`src/pkg/ssc_regs.svh`:
```
// offsets, fields, reset values and codes of the standby and snooze controller
`ifndef SSC_REGS_SVH
`define SSC_REGS_SVH
// ****************************************
// register word addresses
// ****************************************
`define SSC_ADDR_CTRL 4'h0
`define SSC_ADDR_STAT 4'h1
`define SSC_ADDR_OPER 4'h2
`define SSC_ADDR_REL 4'h3
// ****************************************
// control word fields
// ****************************************
`define SSC_CTRL_REQ_SW 0
`define SSC_CTRL_REQ_DEEP 1
// ****************************************
// snooze operation codes
// ****************************************
`define SSC_SNZ_CLEAR 16'h0000
`define SSC_OP_SER_BIT 1
`define SSC_OP_SER_XFER_BIT 0
`define SSC_OP_TMR_BIT 3
`define SSC_OP_TMR_XFER_BIT 2
`define SSC_OP_CONV_BIT 5
`define SSC_OP_CONV_XFER_BIT 4
`define SSC_OP_TOUCH_BIT 7
`define SSC_OP_REMOTE_BIT 9
`define SSC_OP_CMP_FAIL_BIT 11
`define SSC_OP_CMP_PASS_BIT 13
`define SSC_OP_XFER_EN_BIT 15
`define SSC_REL_SER_FULL_BIT 2
// ****************************************
// error codes and reset values
// ****************************************
`define SSC_ERR_NONE 2'h0
`define SSC_ERR_ILLEGAL 2'h1
`define SSC_ERR_OSC_STOP 2'h2
`define SSC_OPER_RESET 16'h0000
`endif

```
`src/pkg/ssc_pkg.sv`:
```
// types of the standby and snooze controller
package ssc_pkg;
  // power states of the chip
  typedef enum logic [1:0] {
    SSC_RUN = 2'b00,
    SSC_STANDBY = 2'b01,
    SSC_SNOOZE = 2'b10,
    SSC_DEEP = 2'b11
  } ssc_state_t;
  // blocking conditions as seen by the gate
  typedef struct packed {
    logic osc_stop_detect_en;
    logic dma_global_start_bit;
    logic transfer_ctrl_start_bit;
    logic flash_pe_mode;
    logic wdog_auto_start;
    logic wdog_option_lowpower_stop;
    logic wdog_reg_start;
    logic wdog_reg_lowpower_stop;
    logic volt_mon1_reset_sel;
    logic volt_mon2_reset_sel;
    logic osc_lock_loop_enable;
  } ssc_block_t;
  // peripheral events
  typedef struct packed {
    logic serial_receive_pin;
    logic serial_mismatch;
    logic serial_full;
    logic timer_match1;
    logic xfer_done;
    logic conv_done;
    logic touch_end_req;
    logic remote_clk_start;
    logic remote_clk_done;
    logic cmp_met;
    logic cmp_valid;
  } ssc_evt_t;
  // all module state
  typedef struct packed {
    ssc_state_t state;
    logic [15:0] oper;
    logic [15:0] rel;
    logic [15:0] oper_live;
    logic [1:0] err;
    logic rx_prev;
    logic rel_flag;
    logic conv_start;
    logic touch_start;
    logic [31:0] rdata;
    logic rvalid;
  } ssc_st_t;
endpackage

```
`src/rtl/ssc_ctrl.sv`:
```
// standby entry gate and snooze controller with an avalon-mm slave
//
// The Avalon-MM interface to the registers and the placing of the registers were left to the implementer.
`timescale 1ns/10ps
`include "ssc_regs.svh"
module ssc_ctrl
  import ssc_pkg::*;
(
  input wire logic clock,
  input wire logic reset_n,
  input wire logic clk_en,
  // avalon-mm slave, word addressed
  input wire logic [3:0] avs_address,
  input wire logic avs_read,
  input wire logic avs_write,
  input wire logic [31:0] avs_writedata,
  input wire logic [3:0] avs_byteenable,
  output logic [31:0] avs_readdata,
  output logic avs_waitrequest,
  output logic [1:0] avs_response,
  // chip condition levels
  input wire ssc_block_t block_in,
  // peripheral events
  input wire ssc_evt_t evt_in,
  input wire logic wake_irq,
  // power and peripheral outputs
  output ssc_state_t power_state,
  output logic clocks_stop,
  output logic snooze_xfer_allow,
  output logic conv_start,
  output logic touch_start,
  output logic snooze_release_irq
);
  // ****************************************
  // state
  // ****************************************
  ssc_st_t st_reg; // the whole registered state
  ssc_st_t st_next; // next value of it
  logic access; // a bus request is present
  logic deep_block; // any deep entry blocker
  logic sw_block; // any software standby blocker
  logic [15:0] wmask; // byte enables spread to bits
  logic [1:0] req; // entry request bits written
  logic rx_fall; // falling edge on serial receive pin
  logic enter_snz; // wake event for selected mode
  logic exit_snz; // back-to-standby event
  logic [15:0] op; // short alias of sampled selection

  // ****************************************
  // blocking conditions
  // ****************************************
  // deep entry checks every blocker but the lock loop; software standby only oscillator ones
  always_comb begin
    deep_block = block_in.osc_stop_detect_en
      | block_in.dma_global_start_bit
      | block_in.transfer_ctrl_start_bit
      | block_in.flash_pe_mode
      | (block_in.wdog_auto_start & ~block_in.wdog_option_lowpower_stop)
      | (block_in.wdog_reg_start & ~block_in.wdog_reg_lowpower_stop)
      | block_in.volt_mon1_reset_sel | block_in.volt_mon2_reset_sel;
    sw_block = block_in.osc_stop_detect_en | block_in.osc_lock_loop_enable;
  end

  // ****************************************
  // byte enable mask
  // ****************************************
  // only the low two lanes hold data
  generate
    for (genvar i = 0; i < 16; i++) begin : g_mask
      assign wmask[i] = avs_byteenable[i / 8];
    end
  endgenerate

  // ****************************************
  // snooze event decode
  // ****************************************
  // the selection bits are ored, so several paths may be armed at once
  always_comb begin
    op = st_reg.oper;
    rx_fall = st_reg.rx_prev & ~evt_in.serial_receive_pin;
    enter_snz = (op[`SSC_OP_SER_BIT] & rx_fall)
      | ((op[`SSC_OP_TMR_BIT] | op[`SSC_OP_CONV_BIT] | op[`SSC_OP_TOUCH_BIT]
      | op[`SSC_OP_CMP_FAIL_BIT] | op[`SSC_OP_CMP_PASS_BIT]) & evt_in.timer_match1)
      | (op[`SSC_OP_REMOTE_BIT] & evt_in.remote_clk_start);
    exit_snz = (op[`SSC_OP_SER_BIT] & evt_in.serial_mismatch)
      | (op[`SSC_OP_SER_XFER_BIT] & op[`SSC_OP_SER_BIT] & evt_in.xfer_done)
      | (op[`SSC_OP_TMR_XFER_BIT] & op[`SSC_OP_TMR_BIT] & evt_in.xfer_done)
      | (op[`SSC_OP_CONV_XFER_BIT] & op[`SSC_OP_CONV_BIT] & evt_in.xfer_done)
      | (op[`SSC_OP_TOUCH_BIT] & evt_in.touch_end_req)
      | (op[`SSC_OP_REMOTE_BIT] & evt_in.remote_clk_done)
      | (op[`SSC_OP_CMP_FAIL_BIT] & evt_in.cmp_valid & ~evt_in.cmp_met)
      | (op[`SSC_OP_CMP_PASS_BIT] & evt_in.cmp_valid & evt_in.cmp_met);
  end

  // ****************************************
  // next state
  // ****************************************
  // writes taken and answered in the same edge; reads taken at one edge, answered at the next
  always_comb begin
    st_next = st_reg;
    access = avs_read | avs_write;
    req = 2'h0;
    st_next.rvalid = 1'b0;
    st_next.conv_start = 1'b0;
    st_next.touch_start = 1'b0;
    st_next.rx_prev = evt_in.serial_receive_pin;
    // bus writes
    if (avs_write & ~st_reg.rvalid) begin
      case (avs_address)
        `SSC_ADDR_CTRL: begin
          if (avs_byteenable[0]) begin
            req = avs_writedata[1:0];
          end
        end
        `SSC_ADDR_STAT: begin
          // writing anything clears the error code
          st_next.err = `SSC_ERR_NONE;
        end
        `SSC_ADDR_OPER: begin
          st_next.oper_live = (st_reg.oper_live & ~wmask) | (avs_writedata[15:0] & wmask);
        end
        `SSC_ADDR_REL: begin
          st_next.rel = (st_reg.rel & ~wmask) | (avs_writedata[15:0] & wmask);
        end
        default: begin
          // unmapped: accepted and ignored
        end
      endcase
    end
    // reads return data one cycle later
    if (avs_read & ~st_reg.rvalid) begin
      st_next.rvalid = 1'b1;
      case (avs_address)
        `SSC_ADDR_STAT: st_next.rdata = {28'h0, st_reg.state, st_reg.err};
        `SSC_ADDR_OPER: st_next.rdata = {16'h0, st_reg.oper_live};
        `SSC_ADDR_REL: st_next.rdata = {16'h0, st_reg.rel};
        default: st_next.rdata = 32'h0;
      endcase
    end
    // power state machine
    case (st_reg.state)
      SSC_RUN: begin
        if (req[`SSC_CTRL_REQ_DEEP]) begin
          if (deep_block) begin
            // stay running, clocks untouched
            st_next.err = block_in.osc_stop_detect_en ? `SSC_ERR_OSC_STOP : `SSC_ERR_ILLEGAL;
          end else begin
            st_next.state = SSC_DEEP;
            st_next.err = `SSC_ERR_NONE;
          end
        end else if (req[`SSC_CTRL_REQ_SW]) begin
          if (sw_block) begin
            st_next.err = block_in.osc_stop_detect_en ? `SSC_ERR_OSC_STOP : `SSC_ERR_ILLEGAL;
          end else begin
            st_next.state = SSC_STANDBY;
            st_next.oper = st_reg.oper_live;
            st_next.err = `SSC_ERR_NONE;
          end
        end
      end
      SSC_STANDBY: begin
        if (wake_irq) begin
          st_next.state = SSC_RUN;
        end else if (enter_snz) begin
          st_next.state = SSC_SNOOZE;
          st_next.conv_start = (op[`SSC_OP_CONV_BIT] | op[`SSC_OP_CMP_FAIL_BIT]
            | op[`SSC_OP_CMP_PASS_BIT]) & evt_in.timer_match1;
          st_next.touch_start = op[`SSC_OP_TOUCH_BIT] & evt_in.timer_match1;
        end
      end
      SSC_SNOOZE: begin
        // pure stay modes have no exit term, so they remain here
        if (wake_irq | st_reg.rel_flag) begin
          st_next.state = SSC_RUN;
        end else if (exit_snz) begin
          st_next.state = SSC_STANDBY;
        end
      end
      SSC_DEEP: begin
        // only a wake leaves deep standby
        if (wake_irq) begin
          st_next.state = SSC_RUN;
        end
      end
      default: st_next.state = SSC_RUN;
    endcase
    // release interrupt, armed in every state while selected
    if (st_reg.rel == `SSC_SNZ_CLEAR) begin
      st_next.rel_flag = 1'b0;
    end else if (st_reg.rel[`SSC_REL_SER_FULL_BIT] & evt_in.serial_full) begin
      st_next.rel_flag = 1'b1;
    end else if (st_reg.state == SSC_RUN) begin
      // armed outside snooze, pulses in run too, held in standby and deep
      st_next.rel_flag = 1'b0;
    end
    if (!access) begin
      st_next.rdata = st_reg.rdata;
    end
  end

  // ****************************************
  // registers
  // ****************************************
  // clock enable low freezes everything
  always_ff @(posedge clock or negedge reset_n) begin
    if (!reset_n) begin
      st_reg <= '0;
    end else if (clk_en) begin
      st_reg <= st_next;
    end
  end

  // ****************************************
  // outputs
  // ****************************************
  // writes finish at once, reads wait one cycle for data
  assign avs_waitrequest = avs_read & ~st_reg.rvalid;
  assign avs_readdata = st_reg.rdata;
  assign avs_response = 2'h0;
  assign power_state = st_reg.state;
  assign clocks_stop = (st_reg.state == SSC_STANDBY) | (st_reg.state == SSC_DEEP);
  assign snooze_xfer_allow = (st_reg.state == SSC_SNOOZE) & st_reg.oper[`SSC_OP_XFER_EN_BIT];
  assign conv_start = st_reg.conv_start;
  assign touch_start = st_reg.touch_start;
  assign snooze_release_irq = st_reg.rel_flag;
endmodule

```
`config.mk`:
```
export PLATFORM = sky130hd
export DESIGN_NAME = ssc_ctrl
export DESIGN_NICKNAME = d
export VERILOG_FILES = /design/src/pkg/ssc_pkg.sv /design/src/rtl/ssc_ctrl.sv
export VERILOG_INCLUDE_DIRS = /design/src /design/src/pkg
export SDC_FILE = /design/constraint.sdc
export NUM_CORES = 1
export LEC_CHECK = 0
export BUFFER_PORTS_ARGS = -buffer_cell sky130_fd_sc_hd__buf_2
export CAP_MARGIN = 10
export CELL_PAD_IN_SITES_DETAIL_PLACEMENT = 2
export CELL_PAD_IN_SITES_GLOBAL_PLACEMENT = 2
export CORE_ASPECT_RATIO = 0.75
export CORE_MARGIN = 2
export CORE_UTILIZATION = 32
export DETAILED_ROUTE_END_ITERATION = 7
export MAX_ROUTING_LAYER = met4
export PLACE_DENSITY_LB_ADDON = 0.1
export SLEW_MARGIN = 15
export SYNTH_ARGS = -nofsm -noshare
export SYNTH_HDL_FRONTEND = slang
export SYNTH_SLANG_ARGS = --single-unit
export TNS_END_PERCENT = 30
```
`constraint.sdc`:
```
create_clock -name clock -period 2 [get_ports clock]
set_input_delay 0.4 -clock clock [delete_from_list [all_inputs] [get_ports clock]]
set_output_delay 0.4 -clock clock [all_outputs]
set_load 0.05 [all_outputs]
```
==> results of run 1 <==
==> routing by layer <==
layer | vias up | wire, um | track usage
met4 | 0 | 93 | 0.0426
met1 | 1281 | 4780 | 0.264
li1 | 1166 | - | -
met3 | 12 | 446 | 0.0457
met2 | 60 | 4610 | 0.293
met5 | - | 0 | -
==> worst paths after layout <==
| kind | startpoint | to | slack (ns) | cells after the start |
|---|---|---|---|---|
| setup / recovery | power_state[0] | power_state[1] | 0.15 | 5 |
| hold / removal | reset_n | async pin | 0.06 | 2 |
| setup reg to reg | power_state[0] | power_state[1] | 0.15 | 5 |
| hold reg to reg | avs_readdata[11] | avs_readdata[11] | 0.47 | 2 |
| max in group asynchronous | reset_n | touch_start | 1.59 | 2 |
| min in group clock | avs_writedata[7] | flop | 0.31 | 2 |
==> worst reg2reg max path, cell delays in order, from the launching register on <==
cell and delay, ns:
dfrtp_1 0.38, or4b_1 0.58, a221oi_2 0.19, nand3_1 0.13, nand4_1 0.13, mux2_2 0.33
==> power groups by stage <==
stage                     registers, mW  logic, mW  clock network [mW]
final                              1.58      0.699                1.54
after CTS                          1.58      0.708                1.58
after global routing               1.59      0.762                1.65
after global placement             1.59      0.689                   0
after detailed placement           1.60      0.699                   0
after floorplan                    1.57      0.494                   0
==> layout by cell type, fill, tap and decap left out, types with 3 or more instances in the layout <==
cell / n
a21oi_1: 4
clkinv_2: 3
nor4_1: 4
buf_4: 17
mux2_2: 41
a22oi_1: 17
nor3_2: 3
a22o_1: 3
mux2_4: 10
nand3_1: 5
inv_1: 9
dfrtp_1: 68
clkbuf_16: 9
nand2_1: 26
conb_1: 18
nor2_1: 12
nor3_1: 4
buf_2: 72
o21ai_0: 18
==> cell type report <==
cell class / count / area, um^2 / share of cell area
Sequential cell: 68 / 1700 / 0.410
Inverter: 9 / 33.8 / 0.00814
Clock buffer: 11 / 233 / 0.0561
Multi-Input combinational cell: 194 / 1430 / 0.345
Tap cell: 136 / 170 / 0.0410
Clock inverter: 5 / 52.6 / 0.0127
Timing Repair Buffer: 91 / 528 / 0.127
==> cells by family after synthesis <==
group / Yosys count
flops: 68
buf+inv: 55
other cells: 1
simple gates: 71
mux: 52
compound gates: 53
==> through the flow <==
step | TNS [ns] | power (mW) | setup slack (ns) | utilization | instance area [um^2]
detailed placement | -0.266 | 2.30 | -0.0334 | 0.374 | 3860
finish | 0 | 3.82 | 0.155 | 0.402 | 4150
global route | 0 | 4.00 | 0.0449 | 0.402 | 4150
global placement | -0.232 | 2.28 | -0.0259 | 0.374 | 3860
CTS | 0 | 3.87 | 0.137 | 0.401 | 4140
floorplan | 0 | 2.07 | 0.0189 | - | 3490
==> timing repair <==
action / 4_1_cts / 5_1_grt
setup endpoints to repair: 0 / 1
resized for setup: 0 / 1
buffers inserted: 0 / 0
endpoints found under the hold margin: 0 / 0
==> results.toml, run 1 <==
[yosys]
yosysTopAreaCell = "dfrtp_1"
synth.distinct_cells = 44
async_reset_ff_frac = 1.00
syn_inst = 300
syn_area_um2 = 3420
yosysTopAreaCellShare = 0.498
synthXorXnorAreaFrac = 0
syn_area_per_cell_um2 = 11.4
synth_common_cells = "dfrtp_1, mux2_2, buf_4"
synthAdderAreaFrac = 0
synth-seq-cells = 68
synthTopCellsByArea = "dfrtp_1, mux2_2, buf_4"
synth-simple-area-share = 0.110
synth_edf_count = 0
synth_top_family_by_area = "multiplexers"
yosysWarnings = 0
yosysSeqAreaShare = 0.498
synth.most_common_cell = "dfrtp_1"
synth_compound_area_frac = 0.104
synthMuxAreaShare = 0.182
synth-main-ff-cell = "dfrtp_1"

[worst_setup_path]
crit_slowest_cell = "or4b_1"
crit_required_ns = 2.22
crit_fanout = 2
critPathKind = "reg2reg"
crit_buf_inv = 0
end_kind = "flop"
cp_top_family = "simple AND/OR/NAND/NOR gates"
startpoint_type = "flop"
worstPathArrival_ns = 2.06
cp_cell_sequence = "or4b_1, a221oi_2, nand3_1, nand4_1, mux2_2"
slowest_delay_ns = 0.58

[power_and_ir_drop]
power_density_nw_per_um2 = 919
switchingPower_mw = 1.13
irDropWorstVdd_uv = 438
p_sw_frac = 0.295
clock_power_share = 0.403
internal_power_mw = 2.69
pwr-share-comb = 0.183
seqPwrFrac = 0.414
p_leak_nw = 2.08

[job]
cap_violations = 0

[detailed_routing]
drt_iter0_drc = 104
routed_wl_um = 9930
first_pass_iters = 5
num_vias = 2519
wl_per_cell_um = 19.3
drc = 0
drtAntennaViolNets = 0
vias_per_cell = 4.90

[sta]
setup_violations = 0
hold_slack_ns = 0.0638
drv_slew = 0
fin_crit_ns = 1.85
fin_crit_sh = 0.923
fin_skew_ns = 0.00549
fmax_mhz = 542
rsz0062_at_grt = "false"
hold_viol = 0

[cts]
cts_max_path_buffers = 2
cts_made_buffers = 9
htreeDepth = 3
cts.sinks = 68
worst_skew_pair.late_latency_ns = 0.33
clk_pin_slew_worst_paths_ns = 0.06
cts_tree = "done"
postCtsHoldBufs = 0
cts-root-buf = "clkbuf_16"

[die]
die_h_um = 93.5
design.die.area_um2 = 11500
rows = 32
initial_utilization = 0.331
core_um2 = 10300
io_pins = 110
die_w_um = 123

[global_routing]
grt_first_pass_wirelength_um = 15800
grt_usage = 0.193
overflow = 0
antenna_found_initial = 0
grt_start_max_net_pins = 69
grt_pass1_vias = 2699

[layout]
nets = 441
drive_gt1_frac = 0.439
n_fill_cell = 1119
syn_to_final_growth_pct = 21.4
finalNonFillerCells = 514
antenna_cells = 0

[status]
outcome = "finished, final reports clean"

[placement]
gp_congestion = 0.797
hpwl_um = 7370
dp.cells = 498
port_buffers = 72

[worst_hold_path]
hold_class = "in2async"
No activity file was read; power rests on OpenSTA's default activity.
==> inputs of run 2 (changes only) <==
--- a/config.mk
+++ b/config.mk
@@ -11,11 +11,10 @@
 export CELL_PAD_IN_SITES_DETAIL_PLACEMENT = 2
 export CELL_PAD_IN_SITES_GLOBAL_PLACEMENT = 2
 export CORE_ASPECT_RATIO = 0.75
-export CORE_MARGIN = 2
 export CORE_UTILIZATION = 32
 export DETAILED_ROUTE_END_ITERATION = 7
-export MAX_ROUTING_LAYER = met4
 export PLACE_DENSITY_LB_ADDON = 0.1
+export SKIP_LAST_GASP = 1
 export SLEW_MARGIN = 15
 export SYNTH_ARGS = -nofsm -noshare
 export SYNTH_HDL_FRONTEND = slang
==> results.toml, run 2 (same netlist as run 1, synthesis figures left out) <==
[sta]
fin_crit_ns = 1.90
slew_headroom = 0.544
rsz0062_at_grt = "true"
fin_skew_ns = 0.00475
worst_pin_slew_ns = 0.683
drv_slew = 0
fmax_mhz = 525
setup_slack_ns = 0.0970
setup_violations = 0
hold_viol = 0
fin_crit_sh = 0.952

[worst_setup_path]
reg2reg_slack_ns = 0.1
end_kind = "flop"
timing.rr.start = "snooze_release_irq"
r2r_cells = 5
crit_fanout = 4
startpoint = "snooze_release_irq"
startpoint_type = "flop"
worstReg2RegEnd = "power_state[1]"
crit_required_ns = 2.22
endpoint = "power_state[1]"
critPathKind = "reg2reg"
worstPathArrival_ns = 2.12

[detailed_routing]
drt_iter0_drc = 80
wl_per_cell_um = 18.9
first_pass_iters = 4
routed_wl_um = 9710
vias_per_cell = 4.92
drtAntennaViolNets = 0
drc = 0
num_vias = 2530

[power_and_ir_drop]
p_leak_nw = 2.09
power.total_mw = 3.85
irDropWorstVdd_uv = 352
power_density_nw_per_um2 = 923

[die]
rows = 32
io_pins = 110
core_um2 = 10300
die_h_um = 91.5
initial_utilization = 0.331
die_w_um = 121
design.die.area_um2 = 11100

[job]
cap_violations = 0

[layout]
stdcell_area_um2 = 4180
syn_to_final_growth_pct = 22.1
final_common_cell = "buf_2"
final_cell_mix = "buf_2, dfrtp_1, mux2_2"
n_fill_cell = 1120
nets = 441
antenna_cells = 0
drive_gt1_frac = 0.442

[placement]
gp_congestion = 0.728
hpwl_um = 7420
postPlaceCellArea_um2 = 3870
port_buffers = 72
dp_slack_ns = -0.0571

[cts]
worst_skew_pair.late_latency_ns = 0.33
htreeDepth = 3
cts_tree = "done"
cts.sinks = 68
cts_resized = 0
clk_pin_slew_worst_paths_ns = 0.06
post_cts_buffers = 0
postCtsHoldBufs = 0
cts_made_buffers = 9
cts-root-buf = "clkbuf_16"
cts_max_path_buffers = 2

[global_routing]
grt_first_pass_wirelength_um = 15300
antenna_found_initial = 0
grt_usage = 0.190
use_met1 = 0.276
use_met3 = 0.0546
grt_pass1_vias = 2738
grt_start_max_net_pins = 30
overflow = 0
grt_most_used_layer = "met1"
grt_util_met2 = 0.275

[status]
outcome = "finished, final reports clean"

[worst_hold_path]
hold_class = "in2async"
==> run 2: changes by cell type in the layout (fill, tap and decap cells not counted), sizes merged <==
cell and delta:
clkinvlp -1, clkbuf +1
==> run 2: final cells by class <==
class	count	area [um^2]	area share
clock buffer	12	246	0.0590
clock inverter	4	48.8	0.0117
inverter	9	33.8	0.00809
multi-input combinational	194	1430	0.343
sequential	68	1700	0.408
tap	136	170	0.0408
timing repair buffer	91	541	0.129
==> run 2: critical path, cell delays in order (launching register included) <==
cell and delay (ns):
dfrtp_1 0.42, or4b_4 0.51, a221oi_1 0.22, nand3_1 0.17, nand4_1 0.14, mux2_2 0.33
==> run 2: worst min-delay path by stage <==
stage | startpoint | to | slack [ns] | depth (start not counted)
detailed placement | reset_n | async pin | 0.37 | 1
finish | reset_n | async pin | 0.005 | 1
CTS | reset_n | async pin | 0.02 | 1
global placement | reset_n | avs_readdata[12] | 0.37 | 1
global route | reset_n | async pin | 0.02 | 1
floorplan | reset_n | async pin | 0.10 | 0
==> run 2: routing by layer <==
metal | part of all wire | up-vias
met5 | 0 | -
met2 | 0.44 | 59
met3 | 0.041 | 5
met4 | 0.0084 | 0
li1 | - | 1171
met1 | 0.52 | 1295
==> run 2: power breakdown <==
group / switching (mW) / leakage (nW) / total (mW) / internal, mW
logic: 0.451 / 1.01 / 0.702 / 0.251
registers: 0.0894 / 0.929 / 1.57 / 1.48
clock network: 0.582 / 0.147 / 1.58 / 0.997
==> run 2: metrics by stage <==
step	utilization	hold WS [ns]	TNS [ns]	cells
floorplan	-	0.104	0	317
global placement	0.375	0.371	0	498
detailed placement	0.375	0.374	-0.215	498
CTS	0.403	0.0169	0	514
global route	0.404	0.0228	-0.00313	514
finish	0.404	0.00501	0	514
==> inputs of run 3 (changes only) <==
--- a/config.mk
+++ b/config.mk
@@ -12,8 +12,10 @@
 export CELL_PAD_IN_SITES_GLOBAL_PLACEMENT = 2
 export CORE_ASPECT_RATIO = 0.75
 export CORE_UTILIZATION = 32
+export CTS_CLUSTER_SIZE = 40
 export DETAILED_ROUTE_END_ITERATION = 7
 export PLACE_DENSITY_LB_ADDON = 0.1
+export REMOVE_ABC_BUFFERS = 1
 export SKIP_LAST_GASP = 1
 export SLEW_MARGIN = 15
 export SYNTH_ARGS = -nofsm -noshare
==> results.toml, run 3 (same netlist as run 1, synthesis figures left out) <==
[sta]
fin_crit_ns = 1.91
fin_skew_ns = 0.00904
fin_crit_sh = 0.955
fin_setup_tns_ns = 0
hold_viol = 0
setup_violations = 0
fmax_mhz = 524
rsz0062_at_grt = "false"
setup_slack_ns = 0.0899
drv_slew = 0
slew_headroom = 0.623
worst_pin_slew_ns = 0.565

[power_and_ir_drop]
p_leak_nw = 2.07
p_sw_frac = 0.287
pwr-share-comb = 0.172
internal_power_mw = 2.82
power_density_nw_per_um2 = 949
irDropWorstVdd_uv = 370
seqPwrFrac = 0.397
clock_power_share = 0.430
power.total_mw = 3.95
switchingPower_mw = 1.13

[job]
cap_violations = 0

[layout]
nets = 440
final_cell_mix = "buf_2, dfrtp_1, mux2_2"
antenna_cells = 0
fin_util = 0.403
final_common_cell = "buf_2"
finalNonFillerCells = 513
n_fill_cell = 1112
drive_gt1_frac = 0.438
syn_to_final_growth_pct = 21.7

[global_routing]
grt_first_pass_wirelength_um = 15300
use_met3 = 0.0421
antenna_found_initial = 0
grt_most_used_layer = "met2"
grt_usage = 0.185
grt_pass1_vias = 2701
grt_util_met2 = 0.281
grt_start_max_net_pins = 43
use_met1 = 0.264
overflow = 0

[cts]
htreeDepth = 3
postCtsHoldBufs = 0
cts.sinks = 68
cts_made_buffers = 9
cts_max_path_buffers = 2
cts_tree = "done"
clk_pin_slew_worst_paths_ns = 0.06
cts-root-buf = "clkbuf_16"
worst_skew_pair.late_latency_ns = 0.33

[die]
initial_utilization = 0.331
die_h_um = 91.5
io_pins = 110
die_w_um = 121
core_um2 = 10300
rows = 32
design.die.area_um2 = 11100

[detailed_routing]
vias_per_cell = 4.79
drt_iter0_drc = 84
num_vias = 2458
drtAntennaViolNets = 0
routed_wl_um = 9340
first_pass_iters = 4
drc = 0
wl_per_cell_um = 18.2

[placement]
port_buffers = 72
dp_slack_ns = -0.119
dp.cells = 497
gp_congestion = 0.720
hpwl_um = 7060

[worst_hold_path]
hold_class = "in2async"

[worst_setup_path]
slowest_delay_ns = 0.58
end_kind = "flop"
crit_slowest_cell = "or4b_1"
critPathKind = "reg2reg"
crit_fanout = 2
crit_required_ns = 2.21
worstPathArrival_ns = 2.12
startpoint_type = "flop"
cp_cell_sequence = "or4b_1, a221oi_2, nand3_1, nand4_1, mux2_2"

[status]
outcome = "finished, final reports clean"
run 3: power groups by stage:
stage | Sequential [mW] | Clock, mW | Combinational [mW]
after floorplan | 1.67 | 0 | 0.321
after global placement | 1.58 | 0 | 0.670
after detailed placement | 1.59 | 0 | 0.687
after CTS | 1.57 | 1.74 | 0.692
after global routing | 1.58 | 1.80 | 0.748
final | 1.57 | 1.70 | 0.681
run 3: per-layer routing:
layer  share of wire  routed length [um]
met5               0                   0
met4          0.0078                  73
met3           0.039                 367
met2            0.46                4330
met1            0.49                4560
run 3: per-stage QoR:
step | hold WS, ns | instance area (um^2)
global route | 0.112 | 4160
CTS | 0.0918 | 4160
detailed placement | 0.439 | 3840
global placement | 0.439 | 3840
finish | 0.0806 | 4160
floorplan | 0.104 | 3160
run 3: critical path, delay by kind of cell (launching register included):
kind	cells	cell delay, ns
AOI/OAI and AO/OA	1	0.20
and+or+nand+nor	3	0.86
muxes	1	0.33
DFF	1	0.38
run 3: final timing paths:
check	from	end	slack [ns]	depth (start not counted)
hold / removal	reset_n	st_reg[0]	0.08	2
setup / recovery	power_state[0]	power_state[1]	0.09	5
min in group clock	evt_in[10]	st_reg[36]	0.32	2
hold reg to reg	avs_readdata[4]	avs_readdata[4]	0.47	2
max in group asynchronous	reset_n	op[11]	1.45	2
setup reg to reg	power_state[0]	power_state[1]	0.09	5
run 3: what timing repair did:
item                       CTS  global route
gates resized for setup      1             0
buffers inserted             0             0
setup endpoints to repair    2             0
run 3: area by class of cell:
cell class | count | area, um^2 | share of cell area
inverters | 9 | 33.8 | 0.00812
flip-flops and latches | 68 | 1700 | 0.409
repair buffers | 90 | 508 | 0.122
multi-input cells | 194 | 1430 | 0.343
clock buffers | 10 | 229 | 0.0550
well taps | 136 | 170 | 0.0409
clock inverters | 6 | 88.8 | 0.0214
